==> src/dms_pkg.sv <==
// Package for the driver mode sequencer: states, timing constants, register map.
// Assumes a single 100 MHz core clock; sequencing delays except EN_QUAL_CYC are overridable at the top, retry and deglitch counts are not.
package dms_pkg;
    localparam int CLK_MHZ = 100;
    localparam int NUM_FAULTS = 4;
    typedef enum logic [1:0] {
        DMS_SHUTDOWN = 2'b00,
        DMS_SLEEP = 2'b01,
        DMS_OPERATING = 2'b10,
        DMS_FAULT = 2'b11
    } dms_state_e;
    // Delay figures in microseconds; tenths of a microsecond for deglitch
    localparam int RETRY_LONG_US = 4000;
    localparam int RETRY_SHORT_US = 70;
    localparam int DEG_00_TENTHS = 14;
    localparam int DEG_01_TENTHS = 22;
    localparam int DEG_10_TENTHS = 32;
    localparam int DEG_11_TENTHS = 54;
    localparam int RETRY_LONG_CYC = RETRY_LONG_US * CLK_MHZ;
    localparam int RETRY_SHORT_CYC = RETRY_SHORT_US * CLK_MHZ;
    localparam int DEG_00_CYC = DEG_00_TENTHS * CLK_MHZ / 10;
    localparam int DEG_01_CYC = DEG_01_TENTHS * CLK_MHZ / 10;
    localparam int DEG_10_CYC = DEG_10_TENTHS * CLK_MHZ / 10;
    localparam int DEG_11_CYC = DEG_11_TENTHS * CLK_MHZ / 10;
    localparam logic [1:0] DEG_STRAP_CODE = 2'h2;
    // Default sequencing delays in cycles
    localparam int STARTUP_CYC = 200;
    localparam int WAKE_CYC = 100;
    localparam int SLEEP_CYC = 100;
    localparam int RECOVER_CYC = 100;
    localparam int SHDN_CYC = 50;
    localparam int EN_QUAL_CYC = 8;
    // Register map (byte addresses)
    localparam logic [7:0] ADDR_CFG = 8'h00;
    localparam logic [7:0] ADDR_STATUS = 8'h04;
    localparam logic [7:0] ADDR_IRQ_STAT = 8'h08;
    localparam logic [7:0] ADDR_IRQ_EN = 8'h0C;
    localparam logic [7:0] ADDR_IRQ_CLR = 8'h10;
    localparam logic [7:0] ADDR_FAULT = 8'h14;
    // Configuration fields
    localparam int CFG_DEG_LSB = 0;
    localparam int CFG_SHUNT_RETRY_BIT = 2;
    localparam int CFG_DRAIN_RETRY_BIT = 3;
    localparam int CFG_RECOV_LSB = 4;
    localparam logic [7:0] CFG_RESET = 8'h00;
    localparam logic [7:0] RECOV_RESET = 8'hFF;
    // Interrupt bits
    localparam int IRQ_STATE = 0;
    localparam int IRQ_FAULT = 1;
    localparam int IRQ_OCP = 2;
    localparam int IRQ_BITS = 3;
endpackage

==> src/dms_ocp_channel.sv <==
// One overcurrent channel: deglitch filter then retry-delay blanking.
// Assumes the detector level is synchronous to core_clk.
`timescale 1ns/100ps
module dms_ocp_channel (
    // Clock and reset
    input wire logic core_clk,
    input wire logic rst,
    // Timing selection
    input wire logic [1:0] degSel,
    input wire logic retryShort,
    // Detector and result
    input wire logic rawTrip,
    output logic tripped
);
    import dms_pkg::*;
    logic [9:0] degCnt_q;
    logic [19:0] retryCnt_q;
    logic [9:0] degLimit;
    logic [19:0] retryLimit;

    always_comb begin
        case (degSel)
            2'b00: degLimit = 10'(DEG_00_CYC);
            2'b01: degLimit = 10'(DEG_01_CYC);
            2'b10: degLimit = 10'(DEG_10_CYC);
            default: degLimit = 10'(DEG_11_CYC);
        endcase
        retryLimit = retryShort ? 20'(RETRY_SHORT_CYC) : 20'(RETRY_LONG_CYC);
    end

    // Detection must persist for the deglitch time before it counts
    always_ff @(posedge core_clk or posedge rst) begin
        if (rst) begin
            degCnt_q <= 10'h000;
        end else if (!rawTrip) begin
            degCnt_q <= 10'h000;
        end else if (degCnt_q != degLimit) begin
            degCnt_q <= degCnt_q + 10'h001;
        end
    end

    // Fault held for the retry delay after the trip, then released if clear
    always_ff @(posedge core_clk or posedge rst) begin
        if (rst) begin
            retryCnt_q <= 20'h00000;
        end else if (rawTrip && degCnt_q == degLimit) begin
            retryCnt_q <= retryLimit;
        end else if (retryCnt_q != 20'h00000) begin
            retryCnt_q <= retryCnt_q - 20'h00001;
        end
    end

    assign tripped = (retryCnt_q != 20'h00000);

    property p_retry_hold;
        @(posedge core_clk) disable iff (rst)
        $rose(tripped) |-> tripped [*8];
    endproperty
    a_retry_hold: assert property (p_retry_hold) else $error("retry hold too short");

    property p_deglitch;
        @(posedge core_clk) disable iff (rst)
        $rose(tripped) |-> $past(rawTrip, 4);
    endproperty
    a_deglitch: assert property (p_deglitch) else $error("trip without deglitch");
endmodule

==> src/dms_sequencer.sv <==
// Top-level mode sequencer of a three-phase gate driver.
// Assumes inputs synchronous to core_clk except enable; por asserts when supply is low.
//
// Design decisions made here: the register offsets and the strobed register port.
`timescale 1ns/100ps
module dms_sequencer #(
    parameter int STARTUP_DLY = dms_pkg::STARTUP_CYC,
    parameter int WAKE_DLY = dms_pkg::WAKE_CYC,
    parameter int SLEEP_DLY = dms_pkg::SLEEP_CYC,
    parameter int RECOVER_DLY = dms_pkg::RECOVER_CYC,
    parameter int SHDN_DLY = dms_pkg::SHDN_CYC
) (
    // Clock and reset
    input wire logic core_clk,
    input wire logic rst,
    // Supply and host
    input wire logic supplyOk,
    input wire logic enablePin,
    input wire logic serialMode,
    // Fault detectors: drain ocp, shunt ocp, other faults
    input wire logic drainOcpRaw,
    input wire logic shuntOcpRaw,
    input wire logic [dms_pkg::NUM_FAULTS-1:0] otherFault,
    input wire logic [dms_pkg::NUM_FAULTS-1:0] faultRecoverable,
    // Per-source active-low disable requests for drive chain
    input wire logic [dms_pkg::NUM_FAULTS-1:0] faultDisable_n,
    // Phase control in and gate control out
    input wire logic [5:0] phaseIn,
    output logic [5:0] gateOut,
    // Regulators and drive chain
    output logic startupRegEn,
    output logic auxRegEn,
    output logic buckBoostEn,
    output logic chargePumpEn,
    output logic drivePathRegEn,
    // Host reporting
    output logic fault_report_n,
    output logic [1:0] modeState,
    output logic irq,
    // Register port
    input wire logic [7:0] regAddr,
    input wire logic [31:0] regWdata,
    input wire logic regWr,
    input wire logic regRd,
    output logic [31:0] regRdata
);
    import dms_pkg::*;

    ////////////////////////////////////////////////////////////////////////////////
    // Enable synchroniser and qualifier

    logic enMeta_q, enSync_q, enQual_q;
    logic [3:0] enCnt_q;

    always_ff @(posedge core_clk or posedge rst) begin
        if (rst) begin
            enMeta_q <= 1'b0;
            enSync_q <= 1'b0;
        end else begin
            enMeta_q <= enablePin;
            enSync_q <= enMeta_q;
        end
    end

    // Qualified level moves only after the synced level holds steady
    always_ff @(posedge core_clk or posedge rst) begin
        if (rst) begin
            enCnt_q <= 4'h0;
            enQual_q <= 1'b0;
        end else if (enSync_q == enQual_q) begin
            enCnt_q <= 4'h0;
        end else if (enCnt_q == 4'(EN_QUAL_CYC - 1)) begin
            enCnt_q <= 4'h0;
            enQual_q <= enSync_q;
        end else begin
            enCnt_q <= enCnt_q + 4'h1;
        end
    end

    ////////////////////////////////////////////////////////////////////////////////
    // Configuration register and overcurrent channels

    logic [7:0] cfg_q;
    logic [1:0] degSel;
    logic shuntShort, drainShort, drainTrip, shuntTrip;

    // Strap mode forces the fixed 3.2us deglitch and the long retry delay
    assign degSel = serialMode ? cfg_q[CFG_DEG_LSB +: 2] : DEG_STRAP_CODE;
    assign shuntShort = serialMode & cfg_q[CFG_SHUNT_RETRY_BIT];
    assign drainShort = serialMode & cfg_q[CFG_DRAIN_RETRY_BIT];

    dms_ocp_channel uDrain (
        .core_clk(core_clk),
        .rst(rst),
        .degSel(degSel),
        .retryShort(drainShort),
        .rawTrip(drainOcpRaw),
        .tripped(drainTrip)
    );

    dms_ocp_channel uShunt (
        .core_clk(core_clk),
        .rst(rst),
        .degSel(degSel),
        .retryShort(shuntShort),
        .rawTrip(shuntOcpRaw),
        .tripped(shuntTrip)
    );

    ////////////////////////////////////////////////////////////////////////////////
    // Fault aggregation

    logic anyFault, canRecover, chainAllow_n;
    logic [3:0] recovMask;

    assign recovMask = cfg_q[CFG_RECOV_LSB +: 4];
    assign anyFault = drainTrip | shuntTrip | (|otherFault);
    // Recovery needs no standing fault and every source marked recoverable or masked by the cfg recovery bits
    assign canRecover = !drainTrip && !shuntTrip && !(|otherFault) &&
                        (&(faultRecoverable | recovMask));
    // Active-low disables of all sources combine by AND
    assign chainAllow_n = &faultDisable_n;

    ////////////////////////////////////////////////////////////////////////////////
    // Mode state machine

    dms_state_e state_q, state_d;
    logic [15:0] dly_q;
    logic [15:0] dlyLimit;
    logic dlyDone, pending;

    // Which delayed transition is pending in the current state
    always_comb begin
        pending = 1'b0;
        dlyLimit = 16'h0000;
        case (state_q)
            DMS_SHUTDOWN: begin
                pending = supplyOk;
                dlyLimit = 16'(STARTUP_DLY);
            end
            DMS_SLEEP: begin
                pending = !supplyOk || enQual_q;
                dlyLimit = !supplyOk ? 16'(SHDN_DLY) : 16'(WAKE_DLY);
            end
            DMS_OPERATING: begin
                pending = supplyOk && !anyFault && !enQual_q;
                dlyLimit = 16'(SLEEP_DLY);
            end
            DMS_FAULT: begin
                pending = !supplyOk || !enQual_q || canRecover;
                dlyLimit = !supplyOk ? 16'(SHDN_DLY) : 16'(RECOVER_DLY);
            end
            default: begin
                pending = 1'b0;
                dlyLimit = 16'h0000;
            end
        endcase
    end

    assign dlyDone = pending && (dly_q >= dlyLimit);

    always_comb begin
        state_d = state_q;
        case (state_q)
            DMS_SHUTDOWN: begin
                if (dlyDone) state_d = DMS_SLEEP;
            end
            DMS_SLEEP: begin
                if (dlyDone && !supplyOk) state_d = DMS_SHUTDOWN;
                else if (dlyDone) state_d = DMS_OPERATING;
            end
            DMS_OPERATING: begin
                if (!supplyOk) state_d = DMS_SHUTDOWN;
                else if (anyFault) state_d = DMS_FAULT;
                else if (dlyDone) state_d = DMS_SLEEP;
            end
            DMS_FAULT: begin
                if (dlyDone && !supplyOk) state_d = DMS_SHUTDOWN;
                else if (dlyDone && !enQual_q) state_d = DMS_SLEEP;
                else if (dlyDone) state_d = DMS_OPERATING;
            end
            default: state_d = DMS_SHUTDOWN;
        endcase
    end

    // Delay counter restarts whenever the pending reason lapses or the state moves
    always_ff @(posedge core_clk or posedge rst) begin
        if (rst) begin
            dly_q <= 16'h0000;
        end else if (!pending || state_d != state_q) begin
            dly_q <= 16'h0000;
        end else if (dly_q != 16'hFFFF) begin
            dly_q <= dly_q + 16'h0001;
        end
    end

    // Reset is the power-on indication, so reset lands in shutdown
    always_ff @(posedge core_clk or posedge rst) begin
        if (rst) begin
            state_q <= DMS_SHUTDOWN;
        end else if (!supplyOk && state_q == DMS_OPERATING) begin
            state_q <= DMS_SHUTDOWN;
        end else begin
            state_q <= state_d;
        end
    end

    ////////////////////////////////////////////////////////////////////////////////
    // Outputs per state

    logic isOp, isFault, chainOn;
    assign isOp = (state_q == DMS_OPERATING);
    assign isFault = (state_q == DMS_FAULT);
    // In fault the chain stays up only if every source permits it
    assign chainOn = isOp || (isFault && chainAllow_n);

    always_ff @(posedge core_clk or posedge rst) begin
        if (rst) begin
            gateOut <= 6'h00;
            startupRegEn <= 1'b1;
            auxRegEn <= 1'b0;
            buckBoostEn <= 1'b0;
            chargePumpEn <= 1'b0;
            drivePathRegEn <= 1'b0;
            fault_report_n <= 1'b1;
        end else begin
            gateOut <= (isOp && !anyFault) ? phaseIn : 6'h00;
            startupRegEn <= !chainOn;
            auxRegEn <= (state_q != DMS_SHUTDOWN);
            buckBoostEn <= chainOn;
            chargePumpEn <= chainOn;
            drivePathRegEn <= chainOn;
            fault_report_n <= !isFault;
        end
    end

    assign modeState = state_q;

    ////////////////////////////////////////////////////////////////////////////////
    // Interrupts and register port

    logic [IRQ_BITS-1:0] irqStat_q, irqEn_q, irqEvt;
    assign irqEvt[IRQ_STATE] = (state_d != state_q);
    assign irqEvt[IRQ_FAULT] = (state_d == DMS_FAULT) && !isFault;
    assign irqEvt[IRQ_OCP] = drainTrip | shuntTrip;

    always_ff @(posedge core_clk or posedge rst) begin
        if (rst) begin
            cfg_q <= CFG_RESET;
            irqEn_q <= '0;
        end else if (regWr && regAddr == ADDR_CFG) begin
            cfg_q <= regWdata[7:0];
        end else if (regWr && regAddr == ADDR_IRQ_EN) begin
            irqEn_q <= regWdata[IRQ_BITS-1:0];
        end
    end

    // Set wins over a clear in the same cycle
    always_ff @(posedge core_clk or posedge rst) begin
        if (rst) begin
            irqStat_q <= '0;
        end else begin
            irqStat_q <= (irqStat_q & ~((regWr && regAddr == ADDR_IRQ_CLR) ?
                          regWdata[IRQ_BITS-1:0] : '0)) | irqEvt;
        end
    end

    assign irq = |(irqStat_q & irqEn_q);

    always_ff @(posedge core_clk or posedge rst) begin
        if (rst) begin
            regRdata <= 32'h00000000;
        end else if (regRd) begin
            case (regAddr)
                ADDR_CFG: regRdata <= {24'h000000, cfg_q};
                ADDR_STATUS: regRdata <= {28'h0000000, enQual_q, isFault, state_q};
                ADDR_IRQ_STAT: regRdata <= {29'h0, irqStat_q};
                ADDR_IRQ_EN: regRdata <= {29'h0, irqEn_q};
                ADDR_FAULT: regRdata <= {24'h000000, otherFault, 2'b00, shuntTrip, drainTrip};
                default: regRdata <= 32'h00000000;
            endcase
        end else begin
            regRdata <= 32'h00000000;
        end
    end

    ////////////////////////////////////////////////////////////////////////////////
    // Assertions

    // Cycles the supply has stood high; judges the startup delay apart from dly_q
    logic [15:0] supHigh_q;
    always_ff @(posedge core_clk or posedge rst) begin
        if (rst) begin
            supHigh_q <= 16'h0000;
        end else if (!supplyOk) begin
            supHigh_q <= 16'h0000;
        end else if (supHigh_q != 16'hFFFF) begin
            supHigh_q <= supHigh_q + 16'h0001;
        end
    end

    property p_shutdown_low;
        @(posedge core_clk) disable iff (rst)
        !supplyOk && state_q == DMS_OPERATING |=> state_q == DMS_SHUTDOWN;
    endproperty
    a_shutdown_low: assert property (p_shutdown_low) else $error("no shutdown");

    property p_sleep_gates;
        @(posedge core_clk) disable iff (rst)
        state_q == DMS_SLEEP |=> gateOut == 6'h00;
    endproperty
    a_sleep_gates: assert property (p_sleep_gates) else $error("gates on in sleep");

    property p_sleep_regs;
        @(posedge core_clk) disable iff (rst)
        state_q == DMS_SLEEP && $past(state_q) == DMS_SLEEP |->
            startupRegEn && auxRegEn && !buckBoostEn && !chargePumpEn;
    endproperty
    a_sleep_regs: assert property (p_sleep_regs) else $error("sleep regs wrong");

    property p_op_regs;
        @(posedge core_clk) disable iff (rst)
        state_q == DMS_OPERATING |=> !startupRegEn && drivePathRegEn;
    endproperty
    a_op_regs: assert property (p_op_regs) else $error("operating regs wrong");

    property p_fault_pin;
        @(posedge core_clk) disable iff (rst)
        state_q == DMS_FAULT |=> !fault_report_n;
    endproperty
    a_fault_pin: assert property (p_fault_pin) else $error("fault pin idle");

    property p_fault_entry;
        @(posedge core_clk) disable iff (rst)
        state_q == DMS_OPERATING && supplyOk && anyFault |=> state_q == DMS_FAULT;
    endproperty
    a_fault_entry: assert property (p_fault_entry) else $error("fault not entered");

    property p_startup_delay;
        @(posedge core_clk) disable iff (rst)
        $past(state_q) == DMS_SHUTDOWN && state_q == DMS_SLEEP |->
            supHigh_q > 16'(STARTUP_DLY);
    endproperty
    a_startup_delay: assert property (p_startup_delay) else $error("startup early");

    property p_en_glitch;
        @(posedge core_clk) disable iff (rst)
        $changed(enQual_q) |-> $past(enSync_q, 4) == enQual_q;
    endproperty
    a_en_glitch: assert property (p_en_glitch) else $error("enable unqualified");

    c_wake: cover property (@(posedge core_clk) disable iff (rst)
        state_q == DMS_SLEEP ##1 state_q == DMS_OPERATING);
    c_fault: cover property (@(posedge core_clk) disable iff (rst)
        state_q == DMS_OPERATING ##1 state_q == DMS_FAULT);
    c_recover: cover property (@(posedge core_clk) disable iff (rst)
        state_q == DMS_FAULT ##1 state_q == DMS_OPERATING);
endmodule

==> config.mk <==
export PLATFORM = sky130hd
export DESIGN_NAME = dms_sequencer
export DESIGN_NICKNAME = d
export VERILOG_FILES = /design/src/dms_pkg.sv /design/src/dms_ocp_channel.sv /design/src/dms_sequencer.sv
export SDC_FILE = /design/constraint.sdc
export NUM_CORES = 1
export LEC_CHECK = 0
export ABC_AREA = 1
export BUFFER_PORTS_ARGS = -buffer_cell sky130_fd_sc_hd__buf_2
export CORE_AREA = 3 3 110 112
export CTS_CLUSTER_DIAMETER = 100
export DETAILED_ROUTE_END_ITERATION = 8
export DIE_AREA = 0 0 113 115
export GPL_ROUTABILITY_DRIVEN = 0
export GPL_TIMING_DRIVEN = 0
export PLACE_DENSITY = 0.91
export SYNTH_ARGS = -nofsm -noshare
export SYNTH_HDL_FRONTEND = slang
export SYNTH_SLANG_ARGS = --single-unit
export TNS_END_PERCENT = 30
==> constraint.sdc <==
create_clock -name core_clk -period 9.35 [get_ports core_clk]
set_clock_uncertainty 0.2 [all_clocks]
set_input_delay 0.4675 -clock core_clk [delete_from_list [all_inputs] [get_ports core_clk]]
set_output_delay 0.4675 -clock core_clk [all_outputs]
set_load 0.01 [all_outputs]
* Word-level counts from Yosys, hierarchy flattened
Cells that the tools add are included.
** Cells by class
- Add/sub/neg operators :: 6
- Magnitude comparators :: 1
- Equal/unequal tests :: 21
- Multiplexer cells :: 32
- Bitwise gates (word level) :: 11
- Reduce and logical (&&, ||, !) cells :: 47
** Operators with widths (count)
- two-way mux 20 bit :: 4
- one-hot mux 16 bit (3 select lines) :: 1
- two-way mux 10 bit :: 4
- one-hot mux 8 bit (5 select lines) :: 1
- nonzero test 20 bit :: 2
- subtractor 20 x 1 -> 20 bit, second input constant :: 2
- two-way mux 19 bit :: 2
- two-way mux 16 bit :: 2
- two-way mux 32 bit :: 1
- one-hot mux 10 bit (3 select lines) :: 1
- adder 10 x 1 -> 10 bit, second input constant :: 2
- equality test 10 bit :: 2
- inequality test 10 bit :: 2
- two-way mux 2 bit :: 9
- logical AND 1 bit :: 17
- adder 16 x 1 -> 16 bit, second input constant :: 1
- equality test 8 x 4 -> 1 bit, second input constant :: 2
- equality test 8 x 5 -> 1 bit, second input constant :: 2
- greater-or-equal comparator 16 bit :: 1
- inequality test 16 bit, second input constant :: 1
- zero test 1 bit :: 9
- equality test 2 bit, second input constant :: 4
- equality test 8 x 3 -> 1 bit, second input constant :: 1
- zero test 8 bit :: 1
- other kinds (27) :: 44
** Word-level totals
- Register bits :: 141
- Bits of input ports :: 67
- Output and inout port bits :: 47
- Logic and storage cells :: 137

* Depth between registers and ports, before layout
Gate-level depths: netlist (run 1).
- Depth in word-level cells :: 15
- Depth in mapped cells :: 22
- Mapped depth without buffers :: 22

* Modules after synthesis
Synthesis (run 1) repeated with hierarchy kept, for this count alone.
** Second synthesis, totals
- Cell total of the unflattened synthesis :: 974
- Area total of the unflattened synthesis :: 7287.0 µm²
** By module, submodules not included
- dms_sequencer :: times used 1, cells an instance 365, area each 3100.5 µm², sequential area each 1428.9 µm²
- dms_ocp_channel at uShunt :: times used 1, cells an instance 302, area each 2098.3 µm², sequential area each 750.7 µm²
- dms_ocp_channel at uDrain :: times used 1, cells an instance 307, area each 2088.3 µm², sequential area each 750.7 µm²

* Worst setup path before layout (run 1)
OpenSTA, ideal clock, no wires.
- Kind :: in2reg
- From :: input port serialMode
- To :: register uShunt.retryCnt_q[1]
- Data arrival time :: 2.410 ns
- Required time :: 9.030 ns
- Path slack :: 6.621 ns
- Stages on the path :: 15
- Buffers on the path :: 0
- Cell sequence :: inv_1 nor2_1 inv_2 ha_1 nor2_1 nor2_1 nand2_1 nor4_2 nand4_2 nor2_4 inv_2 nand4_1 nor2_1 a31oi_1 inv_1
** On the way
- Word-level cells in the longest chain between the ends :: 6
- Elaborated cells between the ends (all ways) :: 9
** RTL lines
- start: declaration :: RTL line dms_sequencer.sv:19 : input wire logic serialMode,
- two-way mux 2 bit * :: RTL line dms_sequencer.sv:88 : assign degSel = serialMode ? cfg_q[CFG_DEG_LSB +: 2] : DEG_STRAP_CODE;
- equality test 2 bit (tied with other cells) :: RTL line dms_ocp_channel.sv:22 : case (degSel)
- one-hot mux 10 bit (3 select lines) * :: RTL line dms_ocp_channel.sv:22
- equality test 10 bit * :: RTL line dms_ocp_channel.sv:46 : end else if (rawTrip && degCnt_q == degLimit) begin
- logical AND 1 bit * :: RTL line dms_ocp_channel.sv:46
- two-way mux 20 bit or nonzero test 2 bit (tied branches)
- end signal: assignment :: RTL line dms_ocp_channel.sv:47 : retryCnt_q <= retryLimit;
- end signal: assignment :: RTL line dms_ocp_channel.sv:49 : retryCnt_q <= retryCnt_q - 20'h00001;
- end: declaration :: RTL line dms_ocp_channel.sv:17 : logic [19:0] retryCnt_q;
Every way passes the cells marked *; elsewhere a longest branch is shown, timed or not.
A chain may end at the register's enable or synchronous reset.

* Final worst setup path (run 1)
- From :: register cfg_q[1]
- To :: register uShunt.retryCnt_q[1]
** On the way
- Word-level cells in the longest chain between the ends :: 6
- Elaborated cells between the ends (all ways) :: 9
** RTL lines
- start: declaration :: RTL line dms_sequencer.sv:83 : logic [7:0] cfg_q;
- start signal: assignment :: RTL line dms_sequencer.sv:252 : cfg_q <= regWdata[7:0];
- two-way mux 2 bit * :: RTL line dms_sequencer.sv:88
- equality test 2 bit (tied with other cells) :: RTL line dms_ocp_channel.sv:22
- one-hot mux 10 bit (3 select lines) * :: RTL line dms_ocp_channel.sv:22
- equality test 10 bit * :: RTL line dms_ocp_channel.sv:46
- logical AND 1 bit * :: RTL line dms_ocp_channel.sv:46
- two-way mux 20 bit or nonzero test 2 bit (tied branches)
Marked as above.

==> results of run 1 <==
[sequential cells by signal, indices dropped and copies added, names as in the netlist]
| signal | count |
|---|---|
| irqEn_q | 3 |
| uDrain.degCnt_q | 10 |
| startupRegEn | 1 |
| uShunt.retryCnt_q | 20 |
| enQual_q | 1 |
| dly_q | 16 |
| irqStat_q | 3 |
| enMeta_q | 1 |
| regRdata | 8 |
| cfg_q | 8 |
| fault_report_n | 1 |
| uShunt.degCnt_q | 10 |
| auxRegEn | 1 |
| enSync_q | 1 |
| enCnt_q | 4 |
| uDrain.retryCnt_q | 20 |
| modeState | 2 |
| drivePathRegEn | 1 |
| gateOut | 6 |
[worst paths after layout]
kind,to,cells past startpoint,from,slack (ns)
max in group asynchronous,uDrain.retryCnt_q[13]$_DFFE_PP0P_,4,rst,7.73
worst min-delay path,gateOut[5]$_DFF_PP0_,3,phaseIn[5],0.06
worst min register to register,enSync_q$_DFF_PP0_,0,enMeta_q$_DFF_PP0_,0.17
worst max register to register,uShunt.retryCnt_q[1]$_DFFE_PP0P_,14,cfg_q[1]$_DFFE_PP0P_,6.09
worst max-delay path,uShunt.retryCnt_q[1]$_DFFE_PP0P_,14,cfg_q[1]$_DFFE_PP0P_,6.09
min in group asynchronous,uShunt.retryCnt_q[16]$_DFFE_PP0P_,3,rst,0.49
[metal layers]
layer / up-vias / part of all wire (%) / track usage, %
met5: - / 0 / 0
met1: 2795 / 40 / 29.7
met3: 35 / 5.9 / 7.21
met2: 226 / 52 / 43.8
li1: 2796 / - / -
met4: 0 / 2.1 / 8.33
[area by class of cell]
cell class / instances / area, um2 / share of cell area (%)
inverters: 142 / 536 / 6.78
repair buffers: 67 / 368 / 4.66
clock inverters: 10 / 130 / 1.65
well taps: 143 / 179 / 2.27
plain buffers: 31 / 244 / 3.09
clock buffers: 22 / 454 / 5.75
multi-input cells: 548 / 3060 / 38.7
flip-flops and latches: 117 / 2930 / 37.1
[where the power goes]
part	total, mW	switching [mW]	internal [mW]
registers	0.668	0.0815	0.587
clock network	0.650	0.227	0.423
logic	0.473	0.293	0.180
total	1.79	0.601	1.19
[worst max-delay path, stage by stage, from the launching register on]
cell and delay (ns):
dfrtp_1 0.41, nor2_1 0.19, inv_2 0.09, ha_1 0.34
nor2_1 0.06, nor2_1 0.10, nand2_1 0.07, nor4_2 0.35
nand4_2 0.33, nor2_4 0.30, inv_2 0.14, nand4_1 0.27
nor2_1 0.07, a31oi_1 0.15, inv_1 0.06
[cells in the final DEF (no fill, tap or decap), types with 19 or more instances in the layout]
| master | count |
|---|---|
| nand2_1 | 117 |
| ha_1 | 19 |
| buf_4 | 26 |
| nand4_1 | 20 |
| conb_1 | 31 |
| xor2_1 | 23 |
| nor3_1 | 27 |
| inv_1 | 123 |
| a21oi_1 | 33 |
| dfrtp_1 | 115 |
| nor2_1 | 83 |
| nand3_1 | 55 |
| buf_2 | 65 |
| o21ai_0 | 37 |
[metrics by stage]
| step | std cells | worst slack [ns] | hold slack [ns] | instance area (um2) |
|---|---|---|---|---|
| 2_1_floorplan | 838 | 5.59 | 0.131 | 6760 |
| 3_3_place_gp | 1045 | 4.39 | 0.132 | 7250 |
| 3_5_place_dp | 1046 | 5.97 | 0.150 | 7280 |
| 4_1_cts | 1080 | 6.13 | 0.0512 | 7890 |
| 5_1_grt | 1080 | 5.88 | 0.0584 | 7900 |
| 6_report | 1080 | 6.09 | 0.0560 | 7900 |
[timing repair]
item	4_1_cts	5_1_grt
endpoints found under the setup margin	0	0
hold buffers	2	0
hold endpoints to repair	48	0
[logic make-up after synthesis]
logic type | count (synthesis) | synth area share [%]
AND/OR/NAND/NOR | 363 | 27.2
adder cells (fa/ha/maj) | 19 | 3.58
AO/OA/AOI/OAI | 99 | 8.34
other | 1 | 0.0565
multiplexers | 6 | 1.02
buffers and inverters | 173 | 11.7
XOR/XNOR | 30 | 3.96
flip-flops | 117 | 44.1
==> summary.txt, run 1 <==
Critical path
  • Worst EP required: 9.45 ns
  • Critical path arrival: 3.36 ns
  • Setup crit end kind: flip-flop
  • Critical Path Fanout Max: 9
  • Startpoint Class: flip-flop
  • Crit Path Category: flip-flop to flip-flop

STA
  • Slew Limit Fails: 0
  • Crit path time final: 3.26 ns
  • Worst-Margin Slew: 0.833 ns
  • Final Hold Viols: 0
  • RSZ-0062 raised after global routing: false
  • Period utilization: 34.9%
  • Setup tns final: 0 ns
  • Max Fclk: 307 MHz
  • Final setup fails: 0
  • Relative slew slack: 43.9%

Global routing
  • GRT Util Overall: 25.0%
  • First-pass GRT wire length: 26000 um
  • Largest net degree at the start of global routing: 69
  • GR Overflow Total: 0
  • Initial antenna violation count: 0
  • Vias in the first global route: 5622

Floorplan
  • Rows: 39
  • Core Region: 11300 um2
  • Die Y: 115 um
  • Die ar.: 13000 um2
  • DIE WIDTH: 113 um
  • Starting Density: 58.7%
  • I/O Pins: 114

Synth
  • Number of synthesis warnings: 0
  • Post-synth EDFFs: 0
  • Top cells by count, synth: inv_1 (124), nand2_1 (117), dfrtp_1 (115)
  • Mapped Cells: 808
  • Async SR Flop Fraction: 100%
  • Yosys top cell by area: dfrtp_1
  • Yosys top cell area share: 43.3%
  • Synthesized flop and latch total: 117
  • Most common cell in the netlist: inv_1
  • Avg Synthesized Cell Area: 8.22 um2
  • Dominant synthesized flop cell: dfrtp_1
  • Mapped Area: 6640 um2
  • Sequential cell area fraction in the yosys report: 44.1%
  • Synth area leaders: dfrtp_1 (43%), inv_1 (7.0%), nand2_1 (6.6%), nor2_1 (4.7%), nand3_1 (4.1%)
  • Synth cell types: 50

Cells and area
  • Synth-to-Final Area Change: 18.9%
  • Fin util: 69.8%
  • Layout Nets: 1010
  • Layout cells sized above 1: 20.6%
  • # fillers: 811
  • Antenna Cells: 0

Outcome
  • Status: completed

Route
  • Via count: 5852
  • DRC errors left: 0
  • DR WL/cell: 14.7 um
  • 1st-iter DRT viols: 526
  • Final WL: 15900 um
  • Drt first pass iters: 7
  • Vias per inst: 5.42
  • Post-route antenna net violation count: 0

Clocking
  • CTS tree: yes
  • Postcts setup bufs: 0
  • Post-CTS Resized: 0
  • CTS max path bufs: 2
  • H-tree depth: 4
  • Root Buffer: clkbuf_16
  • Inserted Clock Buffers: 17
  • CTS sink count: 117
  • Clock slew at reported path FFs: 0.05 ns
  • Clk Latency, worst-skew pair: 0.41 ns

Pwr
  • Pwr Density: 227 nW/um2
  • Total power: 1.79 mW
  • Leak: 3.96 nW
  • Worst vdd ir: 0.216 mV

Hold path
  • Worst Hold Class: input port to flip-flop

Flow run
  • Max-cap violations: 0

Place
  • I/O Buffers: 64
  • Detailed Place HPWL: 11000 um
(Power assumes the default switching activity.)
==> run 2: changes to the inputs <==
Settings changed: CORE_AREA 3 3 110 112 to 3 3 112 114, DIE_AREA 0 0 113 115 to 0 0 115 117, PLACE_DENSITY 0.91 to 0.88.
Clock period 9.35 ns to 3.2 ns, I/O delays scaled along.
==> summary.txt, run 2 (synthesis results as in run 1) <==
Global routing
  • GR Overflow Total: 0 (unchanged)
  • Initial antenna violation count: 0 (unchanged)
  • GRT Util Overall: 26.3% (+1.3 points)
  • First-pass GRT wire length: 28000 um (+7.5%)
  • Vias in the first global route: 6048 (+7.6%)
  • Largest net degree at the start of global routing: 44 (-36%)

Route
  • Final WL: 18900 um (+19%)
  • Post-Route M1 WL: 6700 um (+6.2%)
  • Via count: 6410 (+9.5%)
  • DR WL/cell: 16.9 um (+15%)
  • 1st-iter DRT viols: 833 (+58%)
  • Post-route antenna net violation count: 0 (unchanged)
  • Uppermost layer routed: met4
  • Drt first pass iters: 7 (unchanged)
  • DR WL met2: 10000 um (+21%)
  • Vias per inst: 5.71 (+5.4%)
  • DRC errors left: 0 (unchanged)
  • Met3 routed WL: 1330 um (+43%)

Pwr
  • Leak: 4.14 nW (+4.4%)
  • Worst vdd ir: 0.614 mV (+180%)
  • Total power: 5.45 mW (+200%)
  • Pwr Density: 653 nW/um2 (+190%)

STA
  • Slew Limit Fails: 0 (unchanged)
  • Relative slew slack: 36.8% (-7.1 points)
  • Period utilization: 96.9% (+62 points)
  • Crit path time final: 3.10 ns (-0.157 ns)
  • Final Hold Viols: 0 (unchanged)
  • Worst-Margin Slew: 0.937 ns (+0.105 ns)
  • Max Fclk: 322 MHz (+5.1%)
  • Setup tns final: 0 ns (unchanged)
  • Final setup fails: 0 (unchanged)

Critical path
  • CP endpoint: dly_q[3]$_DFFE_PP0P_
  • Critical path arrival: 3.20 ns (-0.16 ns)
  • Setup crit end kind: flip-flop
  • R2R cell count: 19 (+5)
  • Worst EP required: 3.30 ns (-6.15 ns)
  • Startpoint Class: flip-flop
  • CP dominant cell by count: nand2_1
  • Reg-to-reg endpoint: dly_q[3]$_DFFE_PP0P_
  • Register-to-register setup slack: 0.1 ns (-5.99 ns)
  • Critical Path Fanout Max: 6 (-3)
  • Crit-path cells: inv_1 > ha_1 > inv_1 > nor2_1 > nand2_1 > nor2_2 > nand3_4 > nor2_4 > nand3_2 > nand2_2 > nand2_2 > nand3_4 > nand2_2 > nand2_1 > nand2_1 > nand2_1 > nand3_1 > nand4_4 > nor2_2
  • Largest stage delay on the critical path: 0.39 ns (-0.02 ns)
  • Reg2reg start: uDrain.retryCnt_q[0]$_DFFE_PP0P_
  • Worst Setup SP: uDrain.retryCnt_q[0]$_DFFE_PP0P_
  • Max stage delay cell, worst path: dfrtp_1
  • Crit Path Category: flip-flop to flip-flop

Clocking
  • Clock slew at reported path FFs: 0.05 ns (about the same)
  • H-tree depth: 4 (unchanged)
  • Clk Latency, worst-skew pair: 0.43 ns (+0.02 ns)
  • Root Buffer: clkbuf_16
  • CTS sink count: 117 (unchanged)
  • CTS max path bufs: 2 (unchanged)
  • CTS tree: yes
  • Inserted Clock Buffers: 17 (unchanged)

Cells and area
  • Sequential Area: 2930 um2 (unchanged)
  • Layout Nets: 1052 (+4.2%)
  • Antenna Cells: 0 (unchanged)
  • Most frequent cells in the layout: inv_1 (122), nand2_1 (117), dfrtp_1 (115), nor2_1 (80), buf_2 (65)
  • Synth-to-Final Area Change: 25.7%
  • Fin cells: 1122 (+3.9%)
  • Layout cells sized above 1: 21.5% (+0.85 points)
  • Commonest non-fill, non-tap cell in the layout: inv_1
  • Multi-input combinational cell area: 3110 um2 (+1.9%)
  • # fillers: 709 (-13%)
  • Regs by FF count: uDrain.retryCnt_q (20), uShunt.retryCnt_q (20), dly_q (16)

Floorplan
  • I/O Pins: 114 (unchanged)
  • DIE WIDTH: 115 um (+1.8%)
  • Core Region: 11500 um2 (+1.7%)
  • Starting Density: 57.7% (-0.99 points)
  • Die Y: 117 um (+1.7%)
  • Die ar.: 13500 um2 (+3.5%)
  • Rows: 39 (unchanged)

Flow run
  • Max-cap violations: 0 (unchanged)

Place
  • Inst Count DP: 1047 (+0.096%)
  • I/O Buffers: 64 (unchanged)
  • Detailed Place HPWL: 10700 um (-2.9%)

Outcome
  • Status: completed

Hold path
  • Worst Hold Class: input port to flip-flop
## run 2: changes by cell type in the layout (fill, tap and decap cells not counted), sizes merged
cell,before,now
nand4,22,23
dlygate4sd3,2,32
inv,141,139
clkinvlp,2,5
clkinv,6,5
buf,92,103
## run 2: layout make-up
class                           instances  share of cell area (%)
Tap cell                              143                    2.14
Clock buffer                           22                    5.44
Buffer                                 31                    2.92
Clock inverter                         10                    1.59
Inverter                              142                    6.47
Sequential cell                       117                    35.1
Timing Repair Buffer                  108                    9.05
Multi-Input combinational cell        549                    37.3
## run 2: critical path: cells and delay by family, from the launching register on
family,cells,cell delay (ns)
simple gates,16,1.89
flops,1,0.39
fa+ha+maj,1,0.23
buf+inv,2,0.25
## run 2: how the worst min path moves through the flow
| stage | cells past startpoint | start | slack [ns] | to |
|---|---|---|---|---|
| finish | 5 | regAddr[7] | 0.02 | irqStat_q[2]$_DFF_PP0_ |
| global route | 3 | regWr | 0.04 | irqEn_q[1]$_DFFE_PP0P_ |
| CTS | 3 | regWr | 0.005 | irqEn_q[1]$_DFFE_PP0P_ |
| detailed placement | 1 | enablePin | 0.07 | enMeta_q$_DFF_PP0_ |
| global placement | 1 | enablePin | 0.08 | enMeta_q$_DFF_PP0_ |
| floorplan | 0 | enablePin | -0.009 | enMeta_q$_DFF_PP0_ |
## run 2: where the power goes
part | internal [mW] | switching (mW)
Clock | 1.24 | 0.688
Combinational | 0.611 | 0.964
Sequential | 1.71 | 0.241
Total | 3.56 | 1.89
## run 2: stage by stage
stage	utilization, %	worst slack, ns	cell area, um2	hold slack [ns]
finish	72.5	0.0980	8350	0.0226
global route	72.5	-0.106	8350	0.0389
CTS	71.3	0.0214	8220	0.00470
detailed placement	63.4	0.0442	7300	0.0745
global placement	63.0	0.0603	7260	0.0785
floorplan	-	0.512	6760	-0.00857
## run 2: timing repair
action	4_1_cts	5_1_grt
hold endpoints to repair	81	0
setup buffers	1	9
resized for setup	1	10
pin swaps	1	4
gates cloned	0	1
endpoints found under the setup margin	8	43
hold buffers	32	0
## run 2: metal layers
| layer | GRT usage (%) | vias up |
|---|---|---|
| met5 | 0 | - |
| met4 | 12.5 | 0 |
| met3 | 5.86 | 97 |
| met2 | 47.0 | 409 |
| met1 | 29.8 | 3005 |
| li1 | - | 2899 |
==> run 3: changes to the inputs <==
Settings changed: HOLD_SLACK_MARGIN set to 0.1.
==> summary.txt, run 3 (synthesis results as in run 1) <==
Global routing
  • GR Overflow Total: 0 (unchanged)
  • First-pass GRT wire length: 30600 um (+9.6%)
  • GRT Util Overall: 29.2% (+3.0 points)
  • Largest net degree at the start of global routing: 44 (unchanged)
  • Vias in the first global route: 6337 (+4.8%)
  • Initial antenna violation count: 0 (unchanged)

Route
  • Drt first pass iters: 9 (+2)
  • DR WL/cell: 18.2 um (+7.7%)
  • Via count: 6630 (+3.4%)
  • Final WL: 20700 um (+9.2%)
  • DRC errors left: 2 (+2)
  • 1st-iter DRT viols: 858 (+3.0%)
  • Vias per inst: 5.83 (+2.0%)
  • Post-route antenna net violation count: 0 (unchanged)

Cells and area
  • Layout cells sized above 1: 21.0% (-0.40 points)
  • Commonest non-fill, non-tap cell in the layout: inv_1
  • Fin cells: 1138 (+1.4%)
  • Most frequent cells in the layout: inv_1 (122), nand2_1 (117), dfrtp_1 (115), nor2_1 (80), buf_2 (65)
  • # fillers: 675 (-4.8%)
  • Synth-to-Final Area Change: 27.8%
  • Final Instance Area: 8490 um2 (+1.7%)
  • Layout Nets: 1066 (+1.3%)
  • Regs by FF count: uDrain.retryCnt_q (20), uShunt.retryCnt_q (20), dly_q (16)
  • Fin util: 73.7% (+1.2 points)

Outcome
  • Status: finished, violations left
  • Failing checks: design-rule violations

Pwr
  • Worst vdd ir: 0.671 mV (+9.1%)
  • Leak: 4.19 nW (+1.3%)
  • Net Sw Power: 1.96 mW (+3.3%)
  • Int Power: 3.55 mW (-0.22%)
  • Total power: 5.51 mW (+1.0%)
  • Pwr Density: 649 nW/um2 (-0.64%)
  • Gate power share: 28.8% (about the same)
  • Switching fraction of total power: 35.5% (+0.80 points)
  • Sequential power share: 35.7% (about the same)
  • Clk pwr share: 35.5% (+0.2 points)

Critical path
  • Max stage delay cell, worst path: dfrtp_1
  • Startpoint Class: flip-flop
  • Crit-path cells: nor2_4 > inv_2 > ha_1 > nor2_1 > nor2_1 > nand2_1 > nor4_4 > nand4_4 > nor2_4 > inv_2 > nand4_1 > nor2_1 > a31oi_1 > inv_1
  • CP dominant cell by count: nor2_1
  • Largest stage delay on the critical path: 0.46 ns (+0.07 ns)
  • Crit-path leading delay family: simple AND/OR/NAND/NOR gates
  • Critical Path Fanout Max: 9 (+3)
  • Critical path arrival: 3.28 ns (+0.08 ns)
  • Crit Path Category: flip-flop to flip-flop
  • CP bufs+invs: 3 (+1)
  • Worst EP required: 3.32 ns (+0.02 ns)
  • Setup crit end kind: flip-flop

Clocking
  • CTS sink count: 117 (unchanged)
  • Clock slew at reported path FFs: 0.06 ns (about the same)
  • CTS tree: yes
  • CTS max path bufs: 2 (unchanged)
  • Root Buffer: clkbuf_16
  • H-tree depth: 4 (unchanged)
  • Clk Latency, worst-skew pair: 0.43 ns (about the same)
  • Inserted Clock Buffers: 17 (unchanged)

Floorplan
  • Die Y: 117 um (unchanged)
  • Starting Density: 57.7% (unchanged)
  • Core Region: 11500 um2 (unchanged)
  • Die ar.: 13500 um2 (unchanged)
  • Rows: 39 (unchanged)
  • I/O Pins: 114 (unchanged)
  • DIE WIDTH: 115 um (unchanged)

Place
  • Inst Count DP: 1047 (unchanged)
  • DP Worst Slack: 0.0442 ns (unchanged)
  • Detailed Place HPWL: 10700 um (unchanged)
  • I/O Buffers: 64 (unchanged)
  • DP Area: 7300 um2 (unchanged)

STA
  • Final setup fails: 0 (unchanged)
  • Worst-Margin Slew: 1.32 ns (+0.386 ns)
  • Period utilization: 99.0% (+2.1 points)
  • Slew Limit Fails: 0 (unchanged)
  • RSZ-0062 raised after global routing: true
  • Final Hold Viols: 0 (unchanged)
  • Post-route setup slack: 0.0320 ns (-0.0660 ns)
  • Relative slew slack: 10.6% (-26 points)
  • Worst hold margin: 0.158 ns (+0.135 ns)
  • Max Fclk: 316 MHz (-2.1%)
  • Setup tns final: 0 ns (unchanged)
  • Crit path time final: 3.17 ns (+0.0660 ns)

Hold path
  • Worst Hold Class: input port to flip-flop

Flow run
  • Max-cap violations: 0 (unchanged)
[run 3: final timing paths]
kind	start	end	slack (ns)	depth (start not counted)
max	cfg_q[1]$_DFFE_PP0P_	uShunt.retryCnt_q[1]$_DFFE_PP0P_	0.03	14
min	regAddr[0]	regRdata[0]$_DFF_PP0_	0.16	6
max reg2reg	cfg_q[1]$_DFFE_PP0P_	uShunt.retryCnt_q[1]$_DFFE_PP0P_	0.03	14
min reg2reg	enMeta_q$_DFF_PP0_	enSync_q$_DFF_PP0_	0.18	0
max in group asynchronous	rst	uShunt.degCnt_q[8]$_DFFE_PP0N_	1.64	5
min in group asynchronous	rst	dly_q[12]$_DFFE_PP0P_	0.22	3
[run 3: power groups by stage]
stage	Clock [mW]	Combinational, mW	Sequential [mW]
2_1_floorplan	0	1.05	1.92
3_3_place_gp	0	1.28	1.94
3_5_place_dp	0	1.34	1.95
4_1_cts	1.90	1.41	1.93
5_1_grt	2.01	1.75	1.98
6_report	1.95	1.59	1.97
[run 3: worst reg2reg max path, cell delays in order (launching register included)]
cell and delay [ns]:
dfrtp_1 0.46, nor2_4 0.18, inv_2 0.08, ha_1 0.34, nor2_1 0.06, nor2_1 0.13, nand2_1 0.11, nor4_4 0.36
nand4_4 0.22, nor2_4 0.17, inv_2 0.12, nand4_1 0.30, nor2_1 0.07, a31oi_1 0.18, inv_1 0.07
[run 3: timing repair]
item | 4_1_cts | 5_1_grt
gates cloned | 0 | 1
pin swaps | 1 | 3
setup buffers | 1 | 9
gates resized for setup | 1 | 9
hold buffers | 46 | 0
endpoints found under the setup margin | 8 | 45
hold endpoints to repair | 90 | 0
[run 3: area by class of cell]
type	count	area (um2)	share of cell area (%)
multi-input cells	549	3110	36.6
diodes	2	5.00	0.0590
well taps	143	179	2.11
clock inverters	10	133	1.56
plain buffers	31	244	2.87
repair buffers	122	896	10.6
flip-flops and latches	117	2930	34.5
clock buffers	22	454	5.35
inverters	142	541	6.37
[run 3: per-layer routing]
metal	global-route usage, %	up-vias	wire length (um)
li1	-	2926	-
met5	0	-	0
met2	51.4	455	10700
met3	7.81	149	1610
met4	18.2	0	1420
met1	31.3	3100	6990
